--- src/crtsv_pkg.sv ---
// package: indices, field positions, resets, carriers
// assumes an indexed byte port and a single display clock
package crtsv_pkg;
  // register indices at the data port
  localparam logic [7:0] IDX_DSL = 8'h0D; // start low
  localparam logic [7:0] IDX_TCH = 8'h0E; // cursor high
  localparam logic [7:0] IDX_TCL = 8'h0F; // cursor low
  localparam logic [7:0] IDX_VSL = 8'h10; // sync start low
  localparam logic [7:0] IDX_VSE = 8'h11; // sync end, protect
  localparam logic [7:0] IDX_LOW_LAST = 8'h07; // top protected
  localparam logic [7:0] IDX_OVF = 8'h07; // overflow bits
  // field positions in the sync-end register
  localparam int PROT_BIT = 7; // write protect
  localparam int RFSH_BIT = 6; // no function
  localparam int VIE_BIT = 5; // compat only
  localparam int VIC_BIT = 4; // compat only
  localparam int VSE_END_MSB = 3; // end field top
  // field positions in the overflow register
  localparam int OVF_VSS9_BIT = 7;
  localparam int OVF_VSS8_BIT = 2;
  localparam int OVF_FREE_BIT = 4; // never protected
  // reset values
  localparam logic [7:0] RST_BYTE = 8'h00;
  localparam logic [7:0] VSE_RESET = 8'h00;
  localparam logic [15:0] RST_WORD = 16'h0000;
  localparam logic [9:0] RST_VSS = 10'h000;
  localparam logic [3:0] RST_NIB = 4'h0;
  // one host access at the data port
  typedef struct packed {
    logic wr; // write strobe
    logic rd; // read strobe
    logic [7:0] index; // selected index
    logic [7:0] data; // write byte
  } crtsv_req_t;
  // write passed on to registers 00h..07h
  typedef struct packed {
    logic valid; // one-cycle pulse
    logic bit4_only; // only overflow bit 4 may change
    logic [2:0] index; // low index
    logic [7:0] data; // write byte
  } crtsv_fwd_t;
endpackage

--- src/crtsv_regs.sv ---
// start address, cursor location and vertical sync registers
// assumes the index register and the other crt registers live elsewhere
`timescale 1ns/10ps
`default_nettype none
module crtsv_regs (
  input  wire logic                  ref_clk,
  input  wire logic                  rst_n,
  input  wire crtsv_pkg::crtsv_req_t host_req,
  input  wire logic [7:0]            display_start_high,
  input  wire logic [7:0]            timing_overflow_bits,
  input  wire logic [9:0]            scan_line,
  input  wire logic                  line_stb,
  output logic [7:0]                 rd_data,
  output logic                       rd_ack,
  output crtsv_pkg::crtsv_fwd_t      low_wr,
  output logic                       protect,
  output logic [15:0]                start_offset,
  output logic [15:0]                cursor_offset,
  output logic [9:0]                 vsync_start,
  output logic [3:0]                 vsync_end,
  output logic                       vsync
);
  // stored registers
  logic [7:0]  dsl_reg;  // display_start_low
  logic [7:0]  dsl_next;
  logic [7:0]  tch_reg;  // text_cursor_loc_high
  logic [7:0]  tch_next;
  logic [7:0]  tcl_reg;  // text_cursor_loc_low
  logic [7:0]  tcl_next;
  logic [7:0]  vsl_reg;  // vsync_start_low
  logic [7:0]  vsl_next;
  logic [7:0]  vse_reg;  // vsync_end_protect
  logic [7:0]  vse_next;
  // derived outputs
  logic [15:0] sof_reg;  // start offset
  logic [15:0] sof_next;
  logic [15:0] cof_reg;  // cursor offset
  logic [15:0] cof_next;
  logic [9:0]  vss_reg;  // sync start
  logic [9:0]  vss_next;
  logic [3:0]  ven_reg;  // sync end field
  logic [3:0]  ven_next;
  logic        prot_reg; // protect copy
  logic        prot_next;
  // forwarded low writes
  crtsv_pkg::crtsv_fwd_t fwd_reg;
  crtsv_pkg::crtsv_fwd_t fwd_next;
  // read answer
  logic [7:0]  rdd_reg;
  logic [7:0]  rdd_next;
  logic        ack_reg;
  logic        ack_next;
  // decode helpers
  logic        wr_low;   // write aimed at 00h..07h
  logic        wr_ovf;   // write aimed at overflow

  // decode of protected range
  assign wr_low = host_req.wr && (host_req.index <= crtsv_pkg::IDX_LOW_LAST);
  assign wr_ovf = host_req.wr && (host_req.index == crtsv_pkg::IDX_OVF);

  // register writes
  always_comb begin
    dsl_next = dsl_reg;
    tch_next = tch_reg;
    tcl_next = tcl_reg;
    vsl_next = vsl_reg;
    vse_next = vse_reg;
    if (host_req.wr) begin
      case (host_req.index)
        crtsv_pkg::IDX_DSL: begin
          dsl_next = host_req.data;
        end
        crtsv_pkg::IDX_TCH: begin
          tch_next = host_req.data;
        end
        crtsv_pkg::IDX_TCL: begin
          tcl_next = host_req.data;
        end
        crtsv_pkg::IDX_VSL: begin
          vsl_next = host_req.data;
        end
        crtsv_pkg::IDX_VSE: begin
          // bits 6, 5, 4 only stored, no effect
          vse_next = host_req.data;
        end
        default: begin
          // other indices belong elsewhere
          dsl_next = dsl_reg;
        end
      endcase
    end
  end

  // stored registers
  always_ff @(posedge ref_clk) begin
    if (!rst_n) begin
      dsl_reg <= crtsv_pkg::RST_BYTE;
      tch_reg <= crtsv_pkg::RST_BYTE;
      tcl_reg <= crtsv_pkg::RST_BYTE;
      vsl_reg <= crtsv_pkg::RST_BYTE;
      vse_reg <= crtsv_pkg::VSE_RESET;
    end else begin
      dsl_reg <= dsl_next;
      tch_reg <= tch_next;
      tcl_reg <= tcl_next;
      vsl_reg <= vsl_next;
      vse_reg <= vse_next;
    end
  end

  // offsets and sync values from the new contents
  always_comb begin
    sof_next = {display_start_high, dsl_next};
    cof_next = {tch_next, tcl_next};
    vss_next = {timing_overflow_bits[crtsv_pkg::OVF_VSS9_BIT],
                timing_overflow_bits[crtsv_pkg::OVF_VSS8_BIT],
                vsl_next};
    ven_next = vse_next[crtsv_pkg::VSE_END_MSB:0];
    prot_next = vse_next[crtsv_pkg::PROT_BIT];
  end

  // derived output registers
  always_ff @(posedge ref_clk) begin
    if (!rst_n) begin
      sof_reg  <= crtsv_pkg::RST_WORD;
      cof_reg  <= crtsv_pkg::RST_WORD;
      vss_reg  <= crtsv_pkg::RST_VSS;
      ven_reg  <= crtsv_pkg::RST_NIB;
      prot_reg <= 1'b0;
    end else begin
      sof_reg  <= sof_next;
      cof_reg  <= cof_next;
      vss_reg  <= vss_next;
      ven_reg  <= ven_next;
      prot_reg <= prot_next;
    end
  end

  // low write gating by protect bit
  always_comb begin
    fwd_next = '0;
    if (wr_low && !vse_reg[crtsv_pkg::PROT_BIT]) begin
      fwd_next.valid = 1'b1;
      fwd_next.bit4_only = 1'b0;
    end else if (wr_ovf) begin
      // protected, but bit 4 still passes
      fwd_next.valid = 1'b1;
      fwd_next.bit4_only = 1'b1;
    end
    fwd_next.index = host_req.index[2:0];
    fwd_next.data = host_req.data;
    if (!fwd_next.valid) begin
      fwd_next.index = 3'h0;
      fwd_next.data = 8'h00;
    end
  end

  // forwarded write register
  always_ff @(posedge ref_clk) begin
    if (!rst_n) begin
      fwd_reg <= '0;
    end else begin
      fwd_reg <= fwd_next;
    end
  end

  // read mux for own indices
  always_comb begin
    rdd_next = 8'h00;
    ack_next = 1'b0;
    if (host_req.rd) begin
      ack_next = 1'b1;
      case (host_req.index)
        crtsv_pkg::IDX_DSL: begin
          rdd_next = dsl_reg;
        end
        crtsv_pkg::IDX_TCH: begin
          rdd_next = tch_reg;
        end
        crtsv_pkg::IDX_TCL: begin
          rdd_next = tcl_reg;
        end
        crtsv_pkg::IDX_VSL: begin
          rdd_next = vsl_reg;
        end
        crtsv_pkg::IDX_VSE: begin
          rdd_next = vse_reg;
        end
        default: begin
          // not ours: no answer
          ack_next = 1'b0;
        end
      endcase
    end
  end

  // read answer register
  always_ff @(posedge ref_clk) begin
    if (!rst_n) begin
      rdd_reg <= 8'h00;
      ack_reg <= 1'b0;
    end else begin
      rdd_reg <= rdd_next;
      ack_reg <= ack_next;
    end
  end

  // sync pulse from scan-line counter
  crtsv_vsync_gen u_vsync (
    .ref_clk    (ref_clk),
    .rst_n      (rst_n),
    .sync_start (vss_reg),
    .sync_end   (ven_reg),
    .scan_line  (scan_line),
    .line_stb   (line_stb),
    .vsync      (vsync)
  );

  // outputs straight from flops
  assign rd_data       = rdd_reg;
  assign rd_ack        = ack_reg;
  assign low_wr        = fwd_reg;
  assign protect       = prot_reg;
  assign start_offset  = sof_reg;
  assign cursor_offset = cof_reg;
  assign vsync_start   = vss_reg;
  assign vsync_end     = ven_reg;
endmodule // crtsv_regs
`default_nettype wire

--- src/crtsv_vsync_gen.sv ---
// vertical sync pulse generator
// assumes line_stb pulses once per line with scan_line holding the new line
`timescale 1ns/10ps
`default_nettype none
module crtsv_vsync_gen (
  input  wire logic       ref_clk,
  input  wire logic       rst_n,
  input  wire logic [9:0] sync_start,
  input  wire logic [3:0] sync_end,
  input  wire logic [9:0] scan_line,
  input  wire logic       line_stb,
  output logic            vsync
);
  logic vs_reg; // pulse state
  logic vs_next;

  // start on the matching line, end on low-nibble match
  always_comb begin
    vs_next = vs_reg;
    if (line_stb) begin
      if (!vs_reg && scan_line == sync_start) begin
        vs_next = 1'b1;
      end else if (vs_reg && scan_line[3:0] == sync_end) begin
        vs_next = 1'b0;
      end
    end
  end

  // state register
  always_ff @(posedge ref_clk) begin
    if (!rst_n) begin
      vs_reg <= 1'b0;
    end else begin
      vs_reg <= vs_next;
    end
  end

  assign vsync = vs_reg;
endmodule // crtsv_vsync_gen
`default_nettype wire

--- config.mk ---
export PLATFORM = sky130hd
export DESIGN_NAME = crtsv_regs
export DESIGN_NICKNAME = d
export VERILOG_FILES = /design/src/crtsv_pkg.sv /design/src/crtsv_regs.sv /design/src/crtsv_vsync_gen.sv
export SDC_FILE = /design/constraint.sdc
export NUM_CORES = 1
export LEC_CHECK = 0
export BUFFER_PORTS_ARGS = -buffer_cell sky130_fd_sc_hd__clkbuf_2
export CORE_UTILIZATION = 41
export DETAILED_ROUTE_END_ITERATION = 10
export PLACE_DENSITY = 0.74
export SYNTH_ARGS = -nofsm -noshare
export SYNTH_HDL_FRONTEND = slang
export SYNTH_HIERARCHICAL = 1
export SYNTH_SLANG_ARGS = --single-unit
--- constraint.sdc ---
create_clock -name ref_clk -period 2 [get_ports ref_clk]
set_input_delay 0.2 -clock ref_clk [delete_from_list [all_inputs] [get_ports ref_clk]]
set_output_delay 0.2 -clock ref_clk [all_outputs]
set_load 0.03 [all_outputs]
==> impl_metrics.env, run 1 <==
export IMPL_outcome="completed"
export IMPL_synth_mux_area_frac=0.176
export IMPL_combPwrFrac=0.076
export IMPL_synth_area_per_cell_um2=10.8
export IMPL_worst_path_max_delay_cell="or3_1"
export IMPL_synthXorXnorAreaFrac=0.0398
export IMPL_synth_common_cells="dfxtp_1 (73), mux2i_1 (45), nor2b_1 (42), and2_1 (22), nand3_1 (10)"
export IMPL_n_antenna_cell=0
export IMPL_worstMarginPinSlew_ns=0.410
export IMPL_top_layer_used="met4"
export IMPL_synth_top_family_by_area="simple AND/OR/NAND/NOR gates"
export IMPL_worstPathRequired_ns=2.23
export IMPL_yosys_area_share_simple=0.223
export IMPL_arrival_ns=1.66
export IMPL_numClockSinks=73
export IMPL_dp_hpwl_um=5620
export IMPL_slew_violations=0
export IMPL_max_cap_viol_count=0
export IMPL_antenna_left=0
export IMPL_wl_um=7580
export IMPL_clkTransAtPathRegs_ns=0.08
export IMPL_setup_viol=0
export IMPL_cts_tree="yes"
export IMPL_synth_fa_ha_area_frac=0
export IMPL_path_buf_inv=2
export IMPL_die_h_um=88.7
export IMPL_crit_chain="clkbuf_2 > or3_1 > nor4_4 > buf_4 > mux2i_1 > nor2b_1"
export IMPL_ir_drop_mv=0.350
export IMPL_fin_crit_ns=1.43
export IMPL_hold_class="input port to flip-flop"
export IMPL_io_buffers=110
export IMPL_p_sw_frac=0.250
export IMPL_drive_above_1_share=0.377
export IMPL_htreeDepth=3
export IMPL_cpLargestDelayFamily="simple AND/OR/NAND/NOR gates"
export IMPL_grt_max_degree=41
export IMPL_post_drt_wl_per_cell_um=15.0
export IMPL_yosysMostFrequentCell="dfxtp_1"
export IMPL_drt_met1_wl_um=3260
export IMPL_drt_iter0_markers=83
export IMPL_synth_main_ff_cell="dfxtp_1"
export IMPL_fin_nets=450
export IMPL_cts_buffer_depth=2
export IMPL_rsz0062_at_grt="false"
export IMPL_vias=2494
export IMPL_clock_fmax_mhz=698
export IMPL_final_hold_violation_count=0
export IMPL_cts_resized=0
export IMPL_start_kind="input port"
export IMPL_crit_fanout=8
export IMPL_synth_compound_area_frac=0.0504
export IMPL_overflow=0
export IMPL_min_period_over_period=0.716
export IMPL_met2WireLength_um=3790
export IMPL_synth_seq_cells=73
export IMPL_critical_path_max_stage_delay_ns=0.54
export IMPL_grt_first_pass_wirelength_um=11800
export IMPL_gp_congestion=0.848
export IMPL_route_met3_wl_um=357
export IMPL_pwr_share_clk=0.393
export IMPL_ios=117
export IMPL_fin_area_um2=3950
export IMPL_synth_seq_area_share=0.475
export IMPL_clkLatencyLatePin_ns=0.34
export IMPL_syn_inst=285
export IMPL_antenna_found_initial=0
export IMPL_gr_usage_all_layers=0.199
export IMPL_worstSetupEndpointType="flip-flop"
export IMPL_cts_setup_buffers=0
export IMPL_clock_skew_ns=0.0127
export IMPL_via_per_inst=4.92
export IMPL_tns_ns=0
export IMPL_p_leak_nw=1.75
export IMPL_rows=31
export IMPL_synth_cell_type_count=32
export IMPL_netlist_area_um2=3080
export IMPL_power_frac_seq=0.531
export IMPL_synth_nets=332
export IMPL_synth_top_area_cell="dfxtp_1"
export IMPL_initial_core_util=0.425
export IMPL_p_per_area_nw_per_um2=700
export IMPL_crit_type="input port to flip-flop"
export IMPL_synth_edf_count=0
export IMPL_fp_dieArea_um2=7860
export IMPL_p_int_mw=2.07
export IMPL_core_area_um2=7250
export IMPL_dpl_cell_area_um2=3760
export IMPL_drc=0
export IMPL_cts_hold_buf=0
export IMPL_root_buffer="clkbuf_8"
export IMPL_largest_reg_flops=13
export IMPL_switching_power_uw=691
export IMPL_synthArstFlopShare=0
export IMPL_grt_pass1_vias=2404
export IMPL_yosys_warnings=6
export IMPL_yosysTopAreaCellShare=0.475
export IMPL_slew_headroom=0.726
export IMPL_area_delta_synth_final_pct=28.3
export IMPL_fp_dieW_um=88.7
export IMPL_synthTopCellsByArea="dfxtp_1 (47%), mux2i_1 (15%), nor2b_1 (8.5%)"
export IMPL_cts_made_buffers=9
export IMPL_dr_pass1_iters=4
-- final timing paths --
| path | startpoint | endpoint | slack (ns) | cells after the start |
|---|---|---|---|---|
| setup / recovery | host_req[15] | tch_reg[3] | 0.57 | 6 |
| hold / removal | display_start_high[0] | start_offset[8] | 0.06 | 2 |
| setup reg to reg | vse_reg[2] | u_vsync/vsync | 0.80 | 4 |
| hold reg to reg | vse_reg[5] | vse_reg[5] | 0.53 | 2 |
-- power groups by stage --
stage	clock, mW	sequential (mW)	combinational (mW)
finish	1.09	1.47	0.209
global route	1.19	1.47	0.226
CTS	1.10	1.47	0.210
detailed placement	0	1.50	0.209
global placement	0	1.50	0.204
floorplan	0	1.53	0.0902
-- metrics by stage --
step | utilization | hold WS, ns | power [mW] | setup slack [ns] | std cells
after floorplan | - | 0.322 | 1.62 | 0.329 | 285
after global placement | 0.519 | 0.406 | 1.71 | 0.278 | 491
after detailed placement | 0.519 | 0.411 | 1.71 | 0.218 | 491
after CTS | 0.545 | 0.0605 | 2.78 | 0.585 | 507
after global routing | 0.545 | 0.0587 | 2.89 | 0.492 | 507
final | 0.545 | 0.0645 | 2.76 | 0.568 | 507
-- per-layer routing --
metal  track usage  vias up
met4        0.0748        0
li1              -     1222
met2         0.334       78
met1         0.249     1179
met5             0        -
met3        0.0476       15
-- kinds of logic (layout without fill, tap and decap cells) --
| family | Yosys count | in the layout |
|---|---|---|
| AO/OA/AOI/OAI | 19 | 19 |
| XOR/XNOR | 14 | 14 |
| buffers and inverters | 20 | 143 |
| flip-flops | 73 | 73 |
| multiplexers | 53 | 53 |
| AND/OR/NAND/NOR | 106 | 106 |
-- layout by cell type (no fill, tap or decap), drive strengths merged, types with 3 or more instances in the layout --
master,Yosys,layout
a22oi,5,5
a31oi,3,3
a32o,4,4
and2,22,22
buf,9,15
clkbuf,9,121
dfxtp,73,73
inv,2,3
mux2,8,8
mux2i,45,45
nand2,3,3
nand3,10,10
nand3b,4,4
nand4,3,3
nor2,8,8
nor2b,42,42
nor3,4,4
nor4,5,5
o22a,5,5
xnor2,8,8
xor2,6,6
-- layout make-up --
cell class	count	area, um^2
Clock inverter	5	37.5
Tap cell	99	124
Multi-Input combinational cell	192	1510
Inverter	2	7.51
Fill cell	696	3300
Clock buffer	11	151
Sequential cell	73	1460
Timing Repair Buffer	125	663
-- worst register-to-register path, cell delays in order (launching register included) --
cell	delay (ns)
dfxtp_1	0.44
xor2_1	0.12
nor3_2	0.18
nand3_1	0.10
a32o_1	0.26
Note: power is estimated with default switching activity, not from simulation.
==> inputs of run 2 (changes only) <==
--- a/config.mk
+++ b/config.mk
@@ -8,7 +8,7 @@
 export BUFFER_PORTS_ARGS = -buffer_cell sky130_fd_sc_hd__clkbuf_2
 export CORE_UTILIZATION = 41
 export DETAILED_ROUTE_END_ITERATION = 10
-export PLACE_DENSITY = 0.74
+export PLACE_DENSITY = 0.76
 export SYNTH_ARGS = -nofsm -noshare
 export SYNTH_HDL_FRONTEND = slang
 export SYNTH_HIERARCHICAL = 1
==> constraint.sdc (replaced) <==
create_clock -name ref_clk -period 1.3 [get_ports ref_clk]
set_input_delay 0.13 -clock ref_clk [delete_from_list [all_inputs] [get_ports ref_clk]]
set_output_delay 0.13 -clock ref_clk [all_outputs]
set_load 0.03 [all_outputs]
==> run 2 against run 1 <==
Net effect:
- combinational power increased by 87%
- clock skew shrank 0.0041 ns
- via count increased by 4.7%
- largest power group unchanged
- total power grew 54%
- count of clock-buffer cells in the layout is the same
==> impl_metrics.env, run 2 (synthesized netlist as in run 1, its figures left out) <==
export IMPL_fp_dieArea_um2=7860
export IMPL_regArea_um2=1460
export IMPL_worstMarginPinSlew_ns=0.409
export IMPL_fp_dieW_um=88.7
export IMPL_grt_max_degree=43
export IMPL_area_delta_synth_final_pct=38.1
export IMPL_holdPathStages=2
export IMPL_most_common_layout_cells="clkbuf_2 (110), dfxtp_1 (73), mux2i_1 (45)"
export IMPL_htreeDepth=3
export IMPL_place_ws_ns=-0.346
export IMPL_dp_hpwl_um=5750
export IMPL_rows=31
export IMPL_setup_ws_ns=0.106
export IMPL_hold_class="input port to flip-flop"
export IMPL_grt_pass1_vias=2420
export IMPL_fin_crit_ns=1.19
export IMPL_whs_ns=0.0876
export IMPL_cts_tree="yes"
export IMPL_grtUsageMet2=0.345
export IMPL_r2r_cells=4
export IMPL_clkTransAtPathRegs_ns=0.07
export IMPL_drc=0
export IMPL_n_antenna_cell=0
export IMPL_core_area_um2=7250
export IMPL_fin_nets=481
export IMPL_initial_core_util=0.425
export IMPL_final_hold_violation_count=0
export IMPL_max_cap_viol_count=0
export IMPL_crit_fanout=3
export IMPL_ios=117
export IMPL_worstSetupEndpointType="flip-flop"
export IMPL_overflow=0
export IMPL_antenna_found_initial=0
export IMPL_rsz0062_at_grt="false"
export IMPL_ir_drop_mv=0.510
export IMPL_grtUsageMet3=0.0410
export IMPL_io_buffers=110
export IMPL_worstPathRequired_ns=1.53
export IMPL_use_met1=0.250
export IMPL_numClockSinks=73
export IMPL_finalPower_mw=4.27
export IMPL_clock_skew_ns=0.00869
export IMPL_gp_congestion=0.894
export IMPL_arrival_ns=1.43
export IMPL_wl_um=7860
export IMPL_start_kind="input port"
export IMPL_die_h_um=88.7
export IMPL_via_per_inst=4.85
export IMPL_root_buffer="clkbuf_8"
export IMPL_cts_buffer_depth=2
export IMPL_nFillCells=630
export IMPL_slew_headroom=0.726
export IMPL_clock_fmax_mhz=838
export IMPL_gr_usage_all_layers=0.206
export IMPL_vias=2610
export IMPL_top_usage_layer="met2"
export IMPL_setup_viol=0
export IMPL_grt_first_pass_wirelength_um=12000
export IMPL_clkLatencyLatePin_ns=0.35
export IMPL_drive_above_1_share=0.408
export IMPL_dp_cells=512
export IMPL_dr_pass1_iters=4
export IMPL_multi_input_area_um2=1530
export IMPL_p_per_area_nw_per_um2=1000
export IMPL_cts_setup_buffers=0
export IMPL_final_common_cell="clkbuf_2"
export IMPL_largest_reg_flops=13
export IMPL_slew_violations=0
export IMPL_final_cells=538
export IMPL_outcome="completed"
export IMPL_post_drt_wl_per_cell_um=14.6
export IMPL_drt_iter0_markers=122
export IMPL_antenna_left=0
export IMPL_crit_type="input port to flip-flop"
export IMPL_p_leak_nw=1.90
export IMPL_min_period_over_period=0.918
export IMPL_cts_made_buffers=9
-- run 2: cell types whose count changed in the layout (fill, tap and decap cells not counted), sizes merged --
cell,change
inv,-1
dlygate4sd3,+10
buf,+21
clkinv,+1
-- run 2: report_power, final --
part           switching, mW  internal [mW]
clock                  0.829          0.786
combinational          0.206          0.185
sequential           0.00729           2.25
-- run 2: layout make-up --
type | instances | area share
multi-input cells | 192 | 0.360
clock buffers | 11 | 0.0356
repair buffers | 156 | 0.222
well taps | 99 | 0.0291
inverters | 2 | 0.00177
clock inverters | 5 | 0.00706
flip-flops and latches | 73 | 0.344
-- run 2: worst paths after layout --
| check | startpoint | endpoint | slack (ns) |
|---|---|---|---|
| setup / recovery | host_req[15] | vsl_reg[4] | 0.11 |
| hold / removal | host_req[6] | low_wr[6] | 0.09 |
| setup reg to reg | vsl_reg[2] | u_vsync/vsync | 0.11 |
| hold reg to reg | vse_reg[5] | vse_reg[5] | 0.52 |
-- run 2: through the flow --
step | util | area [um^2] | setup TNS (ns)
3_5_place_dp | 0.547 | 3970 | -12.30
4_1_cts | 0.586 | 4250 | 0
5_1_grt | 0.586 | 4250 | 0
3_3_place_gp | 0.547 | 3970 | -12.21
6_report | 0.586 | 4250 | 0
2_1_floorplan | - | 3100 | -5.38
-- run 2: repair_timing --
action,CTS,global route
gates resized for setup,0,1
setup endpoints to repair,0,13
endpoints found under the hold margin,10,0
hold buffers,10,0
-- run 2: critical path, stage by stage --
cell      delay [ns]
clkbuf_2        0.09
buf_4           0.13
nor4_2          0.33
buf_4           0.19
nand4b_1        0.12
buf_4           0.19
mux2i_1         0.17
nor2b_1         0.07
-- run 2: per-layer routing --
layer | wire length [um] | part of all wire
met5 | 0 | 0
met4 | 194 | 0.025
met3 | 351 | 0.045
met2 | 3990 | 0.51
met1 | 3330 | 0.42
==> inputs of run 3 (changes only) <==
--- a/config.mk
+++ b/config.mk
@@ -6,9 +6,11 @@
 export NUM_CORES = 1
 export LEC_CHECK = 0
 export BUFFER_PORTS_ARGS = -buffer_cell sky130_fd_sc_hd__clkbuf_2
-export CORE_UTILIZATION = 41
+export CELL_PAD_IN_SITES_DETAIL_PLACEMENT = 1
+export CELL_PAD_IN_SITES_GLOBAL_PLACEMENT = 2
+export CORE_UTILIZATION = 26
 export DETAILED_ROUTE_END_ITERATION = 10
-export PLACE_DENSITY = 0.76
+export PLACE_DENSITY = 0.79
 export SYNTH_ARGS = -nofsm -noshare
 export SYNTH_HDL_FRONTEND = slang
 export SYNTH_HIERARCHICAL = 1
==> run 3 against run 2 <==
Net effect:
- fmax decreased by 2.4%
- hold slack got worse by 0.079 ns
- sequential share of layout area is 0.91 points lower
- final cell count rose by 6.7%
- critical path depth decreased by 1
- wire length rose by 21%
- first-iteration DRC count decreased by 42%
- utilization down 21 points
- combinational power decreased by 2%
- critical endpoint is now tcl_reg[5]
- via count is 0.88% higher
==> impl_metrics.env, run 3 (synthesized netlist as in run 1, its figures left out) <==
export IMPL_arrival_ns=1.45
export IMPL_final_util=0.381
export IMPL_gp_congestion=0.816
export IMPL_most_common_layout_cells="clkbuf_2 (110), dfxtp_1 (73), mux2i_1 (45)"
export IMPL_hold_class="input port to flip-flop"
export IMPL_n_antenna_cell=0
export IMPL_place_ws_ns=-0.366
export IMPL_max_cap_viol_count=0
export IMPL_numClockSinks=73
export IMPL_ir_drop_mv=0.488
export IMPL_vias=2633
export IMPL_dr_pass1_iters=4
export IMPL_clock_fmax_mhz=817
export IMPL_io_buffers=110
export IMPL_clkTransAtPathRegs_ns=0.06
export IMPL_grtUsageMet3=0.0394
export IMPL_crit_type="input port to flip-flop"
export IMPL_cts_made_buffers=9
export IMPL_initial_core_util=0.269
export IMPL_grtUsageMet2=0.272
export IMPL_cts_tree="yes"
export IMPL_gr_usage_all_layers=0.157
export IMPL_setup_viol=0
export IMPL_slew_violations=0
export IMPL_clkLatencyLatePin_ns=0.33
export IMPL_nFillCells=1340
export IMPL_fin_nets=473
export IMPL_fp_dieW_um=111
export IMPL_min_period_over_period=0.941
export IMPL_drive_above_1_share=0.415
export IMPL_p_leak_nw=1.93
export IMPL_use_met1=0.184
export IMPL_top_usage_layer="met2"
export IMPL_grt_first_pass_wirelength_um=14900
export IMPL_drc=0
export IMPL_p_per_area_nw_per_um2=1170
export IMPL_dp_hpwl_um=7390
export IMPL_ios=117
export IMPL_grt_max_degree=39
export IMPL_fin_crit_ns=1.22
export IMPL_slew_headroom=0.710
export IMPL_grt_pass1_vias=2802
export IMPL_largest_reg_flops=13
export IMPL_rows=39
export IMPL_final_common_cell="clkbuf_2"
export IMPL_tns_ns=0
export IMPL_fp_dieArea_um2=12300
export IMPL_via_per_inst=4.59
export IMPL_worstPathRequired_ns=1.52
export IMPL_htreeDepth=3
export IMPL_overflow=0
export IMPL_outcome="completed"
export IMPL_cts_buffer_depth=2
export IMPL_die_h_um=111
export IMPL_setup_ws_ns=0.0766
export IMPL_worstSetupEndpointType="flip-flop"
export IMPL_post_drt_wl_per_cell_um=16.5
export IMPL_final_hold_violation_count=0
export IMPL_worstMarginPinSlew_ns=0.433
export IMPL_regToRegSetupSlack_ns=0.10
export IMPL_rsz0062_at_grt="false"
export IMPL_area_delta_synth_final_pct=41.9
export IMPL_drt_iter0_markers=71
export IMPL_wl_um=9480
export IMPL_root_buffer="clkbuf_16"
export IMPL_crit_fanout=8
export IMPL_start_kind="input port"
export IMPL_antenna_left=0
export IMPL_core_area_um2=11500
export IMPL_antenna_found_initial=0
export IMPL_clock_skew_ns=0.00651
-- run 3: changes by cell type in the layout (fill, tap and decap cells not counted), moves of 2 or more --
cell,before,now
dlygate4sd3_1,10,2
buf_4,34,32
clkbuf_16,0,9
clkbuf_8,11,0
-- run 3: layout make-up --
class / count / area (um^2) / area share
Multi-Input combinational cell: 192 / 1540 / 0.353
Sequential cell: 73 / 1460 / 0.335
Timing Repair Buffer: 148 / 882 / 0.202
Clock buffer: 9 / 225 / 0.0516
Tap cell: 143 / 179 / 0.0410
Clock inverter: 7 / 71.3 / 0.0163
Inverter: 2 / 7.51 / 0.00172
-- run 3: final timing paths --
kind | startpoint | end | cells past startpoint
setup / recovery | host_req[15] | tcl_reg[5] | 7
hold / removal | display_start_high[7] | start_offset[15] | 2
setup reg to reg | vsl_reg[1] | u_vsync/vsync | 4
hold reg to reg | vse_reg[4] | vse_reg[4] | 2
-- run 3: critical path: stages --
cell and delay (ns):
clkbuf_2 0.09, or3_4 0.42, buf_6 0.15, nor4_4 0.20, buf_12 0.18, mux2i_1 0.20
nor2b_1 0.06
-- run 3: what timing repair did --
| item | in CTS | in global routing |
|---|---|---|
| hold endpoints to repair | 2 | 0 |
| setup endpoints to repair | 4 | 6 |
| cloned | 0 | 0 |
| pin swaps | 0 | 0 |
| buffers inserted | 0 | 0 |
| hold buffers | 2 | 0 |
| resized for setup | 1 | 2 |
-- run 3: stage by stage --
stage / total power, mW / area, um^2 / cells / hold slack, ns
after floorplan: 2.49 / 3100 / 285 / 0.252
after global placement: 2.68 / 4030 / 556 / 0.338
after detailed placement: 2.69 / 4030 / 556 / 0.345
after CTS: 5.17 / 4360 / 574 / 0.000281
after global routing: 5.27 / 4370 / 574 / 0.00781
final: 5.10 / 4370 / 574 / 0.00885
-- run 3: where the power goes --
part / total (mW) / internal [mW] / switching [mW]
combinational: 0.383 / 0.171 / 0.213
clock: 2.45 / 1.48 / 0.969
sequential: 2.26 / 2.26 / 0.00760
-- run 3: layer usage --
layer  wire length, um  up-vias
met5                 0        -
met4               160        0
met3               397       11
met2              4800       55
met1              4130     1299
li1                  -     1268
